[src/design/tfc_defines.vh]
// Purpose: constants shared by the timer flag control block
// Assumes: byte-wide register port, printed byte offsets
// Notes: offsets are byte addresses on the plain register port
`ifndef TFC_DEFINES_VH
`define TFC_DEFINES_VH

`define TFC_OFF_CTRL 8'h12
`define TFC_OFF_STATUS 8'h13
`define TFC_OFF_CAP_HI 8'h14
`define TFC_OFF_CAP_LO 8'h15
`define TFC_OFF_CMP_HI 8'h16
`define TFC_OFF_CMP_LO 8'h17
`define TFC_OFF_CNT_HI 8'h18
`define TFC_OFF_CNT_LO 8'h19
`define TFC_OFF_ALT_HI 8'h1A
`define TFC_OFF_ALT_LO 8'h1B

`define TFC_BIT_CAP 7
`define TFC_BIT_CMP 6
`define TFC_BIT_OVF 5
`define TFC_BIT_EDGE 1

`define TFC_CNT_RESET 16'hFFFC
`define TFC_CNT_TOP 16'hFFFF
`define TFC_PRESCALE 8'h04

`endif

[src/design/tfc_edge_sync.v]
// Purpose: synchronise the capture pin and detect the selected edge
// Assumes: pin is asynchronous to clock
// Notes: edges are suppressed until the synchroniser has settled
`timescale 1ns/1ps
module tfc_edge_sync (
  input wire clock,
  input wire arst_n,
  input wire pin,
  input wire rising_sel,
  output wire edge_pulse
);
  reg sync1;
  reg sync2;
  reg sync3;
  reg [1:0] settle;

  always @(posedge clock or negedge arst_n) begin
    if (!arst_n) begin
      sync1 <= 1'b0;
      sync2 <= 1'b0;
      sync3 <= 1'b0;
      settle <= 2'h0;
    end else begin
      sync1 <= pin;
      sync2 <= sync1;
      sync3 <= sync2;
      if (settle != 2'h3) begin
        settle <= settle + 2'h1;
      end
    end
  end

  // reset values of the chain must not look like an edge
  assign edge_pulse = (settle == 2'h3) &
                      (rising_sel ? (sync2 & ~sync3) : (~sync2 & sync3));
endmodule

[src/design/tfc_top.v]
// Purpose: flag, enable and counter control of a 16-bit capture/compare timer
// Assumes: arst_n is the external reset; por_arst_n is low at power-up only
// Notes: stop_mode is a level from the core, same clock domain
`timescale 1ns/1ps
`include "tfc_defines.vh"
module tfc_top #(
  parameter [7:0] PRESCALE = `TFC_PRESCALE
) (
  input wire clock,
  input wire arst_n,
  input wire por_arst_n,
  input wire [7:0] addr,
  input wire [7:0] wdata,
  input wire wr,
  input wire rd,
  output reg [7:0] rdata,
  input wire capture_input,
  input wire stop_mode,
  output reg irq
);
  localparam [7:0] PRESC_LAST = PRESCALE - 8'h01;

  function hit;
    input [7:0] a;
    input [7:0] off;
    begin
      hit = (a == off);
    end
  endfunction

  reg [7:0] presc;
  reg [15:0] cnt;
  reg capture_irq_enable;
  reg compare_irq_enable;
  reg overflow_irq_enable;
  reg capture_edge_select;
  reg capture_flag;
  reg compare_flag;
  reg overflow_flag;
  reg arm_cap;
  reg arm_cmp;
  reg arm_ovf;
  reg [15:0] cap_val;
  reg cap_hold;
  reg [15:0] cmp_val;
  reg cmp_inhibit;
  reg [7:0] cnt_low_buf;
  reg cnt_latched;
  reg [7:0] alt_low_buf;
  reg alt_latched;
  reg stop_armed;
  reg [15:0] stop_val;
  reg stop_d;
  reg [7:0] next_rdata;

  wire edge_pulse;
  wire tick;
  wire [15:0] cnt_inc;
  wire wake;
  wire cap_live;
  wire cap_evt;
  wire cmp_evt;
  wire ovf_evt;
  wire rd_stat;
  wire rd_cap_hi;
  wire rd_cap_lo;
  wire cmp_lo_acc;
  wire cnt_lo_acc;
  wire rd_cnt_hi;
  wire rd_alt_hi;
  wire rd_alt_lo;
  wire wr_ctl;
  wire wr_cmp_hi;
  wire wr_cmp_lo;

  tfc_edge_sync tfc_edge_sync_i (
    .clock(clock),
    .arst_n(arst_n),
    .pin(capture_input),
    .rising_sel(capture_edge_select),
    .edge_pulse(edge_pulse)
  );

  assign rd_stat = rd & hit(addr, `TFC_OFF_STATUS);
  assign rd_cap_hi = rd & hit(addr, `TFC_OFF_CAP_HI);
  assign rd_cap_lo = rd & hit(addr, `TFC_OFF_CAP_LO);
  assign cmp_lo_acc = (rd | wr) & hit(addr, `TFC_OFF_CMP_LO);
  assign cnt_lo_acc = (rd | wr) & hit(addr, `TFC_OFF_CNT_LO);
  assign rd_cnt_hi = rd & hit(addr, `TFC_OFF_CNT_HI);
  assign rd_alt_hi = rd & hit(addr, `TFC_OFF_ALT_HI);
  assign rd_alt_lo = rd & hit(addr, `TFC_OFF_ALT_LO);
  assign wr_ctl = wr & hit(addr, `TFC_OFF_CTRL);
  assign wr_cmp_hi = wr & hit(addr, `TFC_OFF_CMP_HI);
  assign wr_cmp_lo = wr & hit(addr, `TFC_OFF_CMP_LO);

  // the prescaler freezes with the counter while stopped
  assign tick = (presc == PRESC_LAST) & ~stop_mode;
  assign cnt_inc = cnt + 16'h0001;
  assign wake = stop_d & ~stop_mode;

  // a held capture high byte blocks live transfers until the low byte is read; the stop wake transfer is not blocked
  assign cap_live = edge_pulse & ~stop_mode & ~cap_hold;
  assign cap_evt = cap_live | (wake & stop_armed);
  assign cmp_evt = tick & ~cmp_inhibit & (cnt_inc == cmp_val);
  assign ovf_evt = tick & (cnt == `TFC_CNT_TOP);

  always @(posedge clock or negedge arst_n) begin
    if (!arst_n) begin
      presc <= 8'h00;
    end else if (!stop_mode) begin
      if (presc == PRESC_LAST) begin
        presc <= 8'h00;
      end else begin
        presc <= presc + 8'h01;
      end
    end
  end

  // external reset presets; stop exit by pin resumes from the held count
  always @(posedge clock or negedge arst_n) begin
    if (!arst_n) begin
      cnt <= `TFC_CNT_RESET;
    end else if (tick) begin
      cnt <= cnt_inc;
    end
  end

  // enables are cleared by external reset only
  always @(posedge clock or negedge arst_n) begin
    if (!arst_n) begin
      capture_irq_enable <= 1'b0;
      compare_irq_enable <= 1'b0;
      overflow_irq_enable <= 1'b0;
    end else if (wr_ctl) begin
      capture_irq_enable <= wdata[`TFC_BIT_CAP];
      compare_irq_enable <= wdata[`TFC_BIT_CMP];
      overflow_irq_enable <= wdata[`TFC_BIT_OVF];
    end
  end

  // edge select only sees power-on reset, external reset leaves it
  always @(posedge clock or negedge por_arst_n) begin
    if (!por_arst_n) begin
      capture_edge_select <= 1'b0;
    end else if (wr_ctl) begin
      capture_edge_select <= wdata[`TFC_BIT_EDGE];
    end
  end

  // flags survive external reset; a set in the clearing cycle wins
  always @(posedge clock or negedge por_arst_n) begin
    if (!por_arst_n) begin
      capture_flag <= 1'b0;
      compare_flag <= 1'b0;
      overflow_flag <= 1'b0;
    end else begin
      capture_flag <= cap_evt | (capture_flag & ~(arm_cap & rd_cap_lo));
      compare_flag <= cmp_evt | (compare_flag & ~(arm_cmp & cmp_lo_acc));
      overflow_flag <= ovf_evt | (overflow_flag & ~(arm_ovf & cnt_lo_acc));
    end
  end

  // a status read arms clearing only for flags it saw set
  always @(posedge clock or negedge arst_n) begin
    if (!arst_n) begin
      arm_cap <= 1'b0;
      arm_cmp <= 1'b0;
      arm_ovf <= 1'b0;
    end else if (rd_stat) begin
      arm_cap <= capture_flag;
      arm_cmp <= compare_flag;
      arm_ovf <= overflow_flag;
    end else begin
      if (rd_cap_lo) begin
        arm_cap <= 1'b0;
      end
      if (cmp_lo_acc) begin
        arm_cmp <= 1'b0;
      end
      if (cnt_lo_acc) begin
        arm_ovf <= 1'b0;
      end
    end
  end

  // capture in stop: remember the first edge only, no flag yet
  always @(posedge clock or negedge arst_n) begin
    if (!arst_n) begin
      stop_armed <= 1'b0;
      stop_val <= 16'h0000;
      stop_d <= 1'b0;
    end else begin
      stop_d <= stop_mode;
      if (stop_mode & edge_pulse & ~stop_armed) begin
        stop_armed <= 1'b1;
        stop_val <= cnt;
      end else if (wake) begin
        stop_armed <= 1'b0;
      end
    end
  end

  // capture data is kept over external reset
  always @(posedge clock or negedge por_arst_n) begin
    if (!por_arst_n) begin
      cap_val <= 16'h0000;
    end else if (cap_live) begin
      cap_val <= cnt;
    end else if (wake & stop_armed) begin
      cap_val <= stop_val;
    end
  end

  always @(posedge clock or negedge arst_n) begin
    if (!arst_n) begin
      cap_hold <= 1'b0;
    end else if (rd_cap_hi) begin
      cap_hold <= 1'b1;
    end else if (rd_cap_lo) begin
      cap_hold <= 1'b0;
    end
  end

  always @(posedge clock or negedge por_arst_n) begin
    if (!por_arst_n) begin
      cmp_val <= 16'h0000;
    end else begin
      if (wr_cmp_hi) begin
        cmp_val[15:8] <= wdata;
      end
      if (wr_cmp_lo) begin
        cmp_val[7:0] <= wdata;
      end
    end
  end

  // after a high byte write the compare cannot match until the low byte is written
  always @(posedge clock or negedge arst_n) begin
    if (!arst_n) begin
      cmp_inhibit <= 1'b0;
    end else if (wr_cmp_hi) begin
      cmp_inhibit <= 1'b1;
    end else if (wr_cmp_lo) begin
      cmp_inhibit <= 1'b0;
    end
  end

  // reading a high byte freezes the low byte for a coherent pair
  always @(posedge clock or negedge arst_n) begin
    if (!arst_n) begin
      cnt_low_buf <= 8'h00;
      cnt_latched <= 1'b0;
    end else if (rd_cnt_hi & ~cnt_latched) begin
      cnt_low_buf <= cnt[7:0];
      cnt_latched <= 1'b1;
    end else if (cnt_lo_acc & rd) begin
      cnt_latched <= 1'b0;
    end
  end

  // alternate view: same latch, but no effect on the overflow flag
  always @(posedge clock or negedge arst_n) begin
    if (!arst_n) begin
      alt_low_buf <= 8'h00;
      alt_latched <= 1'b0;
    end else if (rd_alt_hi & ~alt_latched) begin
      alt_low_buf <= cnt[7:0];
      alt_latched <= 1'b1;
    end else if (rd_alt_lo) begin
      alt_latched <= 1'b0;
    end
  end

  always @* begin
    next_rdata = 8'h00;
    case (addr)
      `TFC_OFF_CTRL: begin
        next_rdata[`TFC_BIT_CAP] = capture_irq_enable;
        next_rdata[`TFC_BIT_CMP] = compare_irq_enable;
        next_rdata[`TFC_BIT_OVF] = overflow_irq_enable;
        next_rdata[`TFC_BIT_EDGE] = capture_edge_select;
      end
      `TFC_OFF_STATUS: begin
        next_rdata[`TFC_BIT_CAP] = capture_flag;
        next_rdata[`TFC_BIT_CMP] = compare_flag;
        next_rdata[`TFC_BIT_OVF] = overflow_flag;
      end
      `TFC_OFF_CAP_HI: begin
        next_rdata = cap_val[15:8];
      end
      `TFC_OFF_CAP_LO: begin
        next_rdata = cap_val[7:0];
      end
      `TFC_OFF_CMP_HI: begin
        next_rdata = cmp_val[15:8];
      end
      `TFC_OFF_CMP_LO: begin
        next_rdata = cmp_val[7:0];
      end
      `TFC_OFF_CNT_HI: begin
        next_rdata = cnt[15:8];
      end
      `TFC_OFF_CNT_LO: begin
        next_rdata = cnt_latched ? cnt_low_buf : cnt[7:0];
      end
      `TFC_OFF_ALT_HI: begin
        next_rdata = cnt[15:8];
      end
      `TFC_OFF_ALT_LO: begin
        next_rdata = alt_latched ? alt_low_buf : cnt[7:0];
      end
      default: begin
        next_rdata = 8'h00;
      end
    endcase
  end

  // data stands only in the cycle after the read strobe
  always @(posedge clock or negedge arst_n) begin
    if (!arst_n) begin
      rdata <= 8'h00;
    end else if (rd) begin
      rdata <= next_rdata;
    end else begin
      rdata <= 8'h00;
    end
  end

  // status writes decode nowhere, so flags cannot be forced

  // level request; also the wake source while the core waits
  always @(posedge clock or negedge arst_n) begin
    if (!arst_n) begin
      irq <= 1'b0;
    end else begin
      irq <= (capture_flag & capture_irq_enable) |
             (compare_flag & compare_irq_enable) |
             (overflow_flag & overflow_irq_enable);
    end
  end
endmodule

[config.mk]
export PLATFORM = sky130hd
export DESIGN_NAME = tfc_top
export DESIGN_NICKNAME = d
export VERILOG_FILES = /design/src/design/tfc_edge_sync.v /design/src/design/tfc_top.v
export VERILOG_INCLUDE_DIRS = /design/src /design/src/design
export SDC_FILE = /design/constraint.sdc
export NUM_CORES = 1
export LEC_CHECK = 0
export BUFFER_PORTS_ARGS = -buffer_cell sky130_fd_sc_hd__buf_2
export CAP_MARGIN = 20
export CORE_MARGIN = 2
export CORE_UTILIZATION = 45
export CTS_BUF_LIST = sky130_fd_sc_hd__clkbuf_4 sky130_fd_sc_hd__clkbuf_8 sky130_fd_sc_hd__clkbuf_16
export DETAILED_ROUTE_END_ITERATION = 7
export SLEW_MARGIN = 20
export SYNTH_ARGS = -nofsm -noshare
export SYNTH_HDL_FRONTEND = slang
export SYNTH_SLANG_ARGS = --single-unit
[constraint.sdc]
create_clock -name clock -period 3 [get_ports clock]
set_input_delay 0 -clock clock [delete_from_list [all_inputs] [get_ports clock]]
set_output_delay 0 -clock clock [all_outputs]
set_load 0.005 [all_outputs]
---- Yosys cells after proc, flatten, opt, wreduce, memory -nomap -nowiden ----
Index checks and enable logic that the tools add are counted.
storage, ports and cells
  output and inout bits ................... 9
  register bits after elaboration ......... 118
cells by class
  reduce and logical (&&, ||, !) cells .... 10
  mux-type cells .......................... 26
  bitwise logic cells ..................... 54
  eq/ne operators ......................... 15
  add/sub/neg operators ................... 3
operators by type and width
  kind                                                              number
  8-bit by 5-bit == test with 1-bit output (second input constant)  10
  1-bit bitwise AND                                                 36
  16-bit 2-to-1 mux                                                 2
  8-bit 2-to-1 mux                                                  4
  3-bit one-hot mux with 9 select lines                             1
  3-bit one-hot mux with 7 select lines                             1
  2-bit nonzero test                                                9
  16-bit by 1-bit adder with 16-bit output (second input constant)  1
  16-bit == test                                                    1
  16-bit == test (second input constant)                            1
  1-bit 2-to-1 mux                                                  16
  1-bit NOT                                                         11
  8-bit by 1-bit adder with 8-bit output (second input constant)    1
  8-bit by 2-bit == test with 1-bit output (second input constant)  1
  1-bit one-hot mux with 8 select lines                             1
  1-bit bitwise OR                                                  7
  1-bit one-hot mux with 7 select lines                             1
  2-bit by 1-bit adder with 2-bit output (second input constant)    1
  2-bit == test (second input constant)                             1
  2-bit != test (second input constant)                             1
  2-bit OR reduction                                                1

---- Longest topological paths before layout ----
  depth in word-level cells ............... 8
  depth in mapped cells ................... 8
  gate-level depth less buffers ........... 7

---- Hierarchy ----
Synthesis repeated with hierarchy kept, for this count alone.
unflattened totals
  cells, all modules ...................... 537
  area total of the unflattened synthesis .. 5824.3 sq um
modules (own cells, without submodules)
  module         instances  cells an instance  area each (sq um)
  tfc_top        1          526                5639.2
  tfc_edge_sync  1          11                 185.2

---- Worst setup path before layout ----
No wires, ideal clock.
  path kind ............................... register to register
  start point ............................. reg cnt[3]
  end point ............................... reg compare_flag
  buffers on the path ..................... 1
  required time ........................... 2905 ps
  period minus slack after synthesis ...... 2129 ps
  path slack .............................. 871 ps
  setup time .............................. 95 ps
  stages on the path, launching flop included .. 8
  arrival ................................. 2034 ps
  cell sequence ........................... dfstp_2 > clkbuf_1 > nand2_1 > nor3_1 > o21ai_0 > a2111oi_0 > nand4_1 > o31ai_1
between the ends
  cells in the longest elaborated chain, start to end .. 4
RTL lines
  item                                      line           text
  from (decl)                               tfc_top.v:32   reg [15:0] cnt;
  from (signal assigned)                    tfc_top.v:122  cnt <= `TFC_CNT_RESET;
  from (signal assigned)                    tfc_top.v:124  cnt <= cnt_inc;
  16-bit by 1-bit adder with 16-bit output  tfc_top.v:98   assign cnt_inc = cnt + 16'h0001;
  16-bit == test                            tfc_top.v:104  assign cmp_evt = tick & ~cmp_inhibit & (cnt_inc == cmp_val);
  1-bit bitwise AND                         tfc_top.v:104
  1-bit bitwise OR                          tfc_top.v:158  compare_flag <= cmp_evt | (compare_flag & ~(arm_cmp & cmp_lo_acc));
  to (signal assigned)                      tfc_top.v:158
  to (decl)                                 tfc_top.v:38   reg compare_flag;
No other way between the ends.
A chain may end at the register's enable or synchronous reset.

---- Final worst setup path ----
  start point ............................. reg cnt[2]
  end point ............................... reg compare_flag
The elaborated chain is that of the path after synthesis.

==> metrics.txt <==
fmax=slightly below 0.4 GHz; TritonCTS clock tree=done; worst-margin pin slew=0.907 ns; Synth Warn #=0; # rows=41; asr flop ratio synth=1.00; share of the synthesized area in the top cell type=0.440; Synth-to-Final Area Change=17.4%; Post-CTS Setup Bufs=0; final std cells w/o fill=745; starting density of the core=0.465; final hold vios=0; Area after DPL=0.00621 mm2; Max Slew Vio Count=0; ANT cells=0; hold path start=wr; Cell Area, Synth=0.00592 mm2; DR DRC count=0; PnR Total Power=0.00454 W; root buffer cell=clkbuf_16; Total GRT Usage=0.227; GRT met2 Usage=0.349; final instance area=0.00695 mm2; Area contributors post-synth=dfrtp_1, mux2_2, dfstp_2; WL per Instance=19.8 um; final WL=~15 mm; mean area per synthesized cell=between 10 and 15 um2; clock-pin slew on the worst setup and hold paths=~0.06 ns; Die Height=119 um; Critical path buffers and inverters=0; Synth Instances=524; CP delay by family, top=simple AND/OR/NAND/NOR gates; vias per cell=5.71; skew final=0.00822 ns; cell accounting for the most synthesized area=dfrtp_1; maximum VDD drop=0.594 mV; MaxCap Viol Count=0; first-pass GRT wire length=roughly 24 mm; Worst EP required=3.32 ns; Worst Setup End Kind=flip-flop; crit path kind=flip-flop to flip-flop; Nets=586; Period minus WS final=2.53 ns; met3 Use GR=0.0463; Seq/Total Area, Yosys=0.502; layout cells sized above 1=0.258; starting DRC count in detailed routing=366; setup TNS=0 ns; largest net degree at the start of global routing=52; CTS resizes=0; PwrDens=around 650 mW/mm2; ys flop type=dfrtp_1; Synth Net Count=550; Clock Tree Buf Depth=2; core area=0.0127 mm2; worst rel slew slack=0.395; Setup crit start kind=flip-flop; vias in the first global route=around 4500; Slowest-stage cell, CP=dfstp_2; CTS hold repair buffers=13; placed cells=700; unrepaired setup endpoints after global routing=no; Final Cycle Share=0.843; final core utilization=0.546; Top Usage Layer GRT=met2; EDFF count, synth=0; antenna viol nets, final=0; first drt pass iteration count=5; Layout fillers=between 1000 and 1500; crit path max fanout=11; r2r setup slk=0.47 ns; Setup-failing EPs final=0; FF+latch count, synth=118; die area=0.0141 mm2; I/O Buffers=31; Die W=about 120 um; Placer Congestion=0.890; critical path arrival=around 2.9 ns; antenna violations before repair=0; Setup crit start=cnt[2]; routed vias=around 4300; DP Wirelength=10.1 mm; CTS Buf Count=17; htree depth=4; Skew-Pair Late Insertion Delay=0.42 ns; grt total ovfl=0; CTS sink count=118; synth unique cells=54; Hold Crit Class=input port to flip-flop; outcome=finished, final reports clean; CP Cell Sequence=nand3_1 -> nor3_1 -> o21ai_0 -> a2111oi_0 -> nand4_1 -> o31ai_1; Leakage=3.21 nW; # IOs=32; grt met1 use=0.313; Worst path max stage delay=0.64 ns; Critical R2R Launch=cnt[2]
[layout make-up]
cell class / instances / area (um2) / share of cell area
Clock buffer: 23 / 489 / 0.0704
Multi-Input combinational cell: 360 / 2760 / 0.397
Tap cell: 172 / 215 / 0.0310
Clock inverter: 9 / 125 / 0.0180
Inverter: 10 / 37.5 / 0.00540
Sequential cell: 118 / 2970 / 0.427
Timing Repair Buffer: 53 / 355 / 0.0511
[power breakdown]
part	internal (W)	total (W)	switching, W	leakage (nW)
combinational	0.000265	0.000511	0.000245	1.38
clock	0.00139	0.00209	0.000697	0.303
sequential	0.00176	0.00194	0.000182	1.52
[metal layers]
metal  wire length [um]  up-vias
li1                   -     1971
met1               6780     2136
met2               6920      117
met3                691       30
met4                351        0
met5                  0        -
[worst min-delay path, delay by kind of cell]
family | cells | cell delay [ns]
compound gates | 2 | 0.21
buf+inv | 1 | 0.15
simple gates | 1 | 0.07
[logic make-up after synthesis]
kind of cell    Yosys count  share of synthesized area
fa+ha+maj                 3                    0.00634
flops                   118                      0.502
buf+inv                  46                     0.0323
simple gates            140                      0.125
compound gates           87                     0.0955
xor+xnor                 40                     0.0592
mux                      90                      0.180
[cells in the final DEF, fill, tap and decap left out, types with 8 or more instances in the layout]
cell / n
nor2_1: 40
mux4_2: 8
buf_2: 30
dfrtp_1: 104
xor2_1: 15
nand3_1: 13
nand2_1: 32
o21ai_0: 18
mux2i_1: 32
dlygate4sd3_1: 13
buf_4: 10
dfstp_2: 14
a21oi_1: 25
xnor2_1: 25
clkbuf_16: 17
inv_1: 10
mux2_2: 50
nand4_1: 12
[state kept, by name, summed over array words and instances, names as in the netlist, 2 cells and up]
| name | cells |
|---|---|
| cnt | 16 |
| rdata | 8 |
| stop_val | 16 |
| cnt_low_buf | 8 |
| tfc_edge_sync_i.settle | 2 |
| alt_low_buf | 8 |
| cmp_val | 16 |
| cap_val | 16 |
| presc | 8 |
[path summary, 6_finish.rpt]
kind,endpoint,cells past startpoint
max,compare_flag,6
min,arm_ovf,4
max reg2reg,compare_flag,6
min reg2reg,tfc_edge_sync_i.sync2,0
max in group asynchronous,cnt[14],3
min in group asynchronous,tfc_edge_sync_i.settle[1],2
[cell usage after synthesis (10+ instances only)]
library cell / n
xor2_1: 15
dfstp_2: 14
nand4_1: 12
a21oi_1: 25
o21ai_0: 18
mux2_2: 50
xnor2_1: 25
nand3_1: 13
inv_1: 10
nor2_1: 40
nand2_1: 32
dfrtp_1: 104
mux2i_1: 32
clkbuf_1: 26
[per-stage QoR]
step,hold slack (ns),setup WS (ns)
floorplan,-0.296,0.871
global placement,0.0904,0.581
detailed placement,0.0944,0.501
CTS,0.0218,0.562
global route,0.0698,0.334
finish,0.0421,0.472
Note: power is estimated with default switching activity, not from simulation.
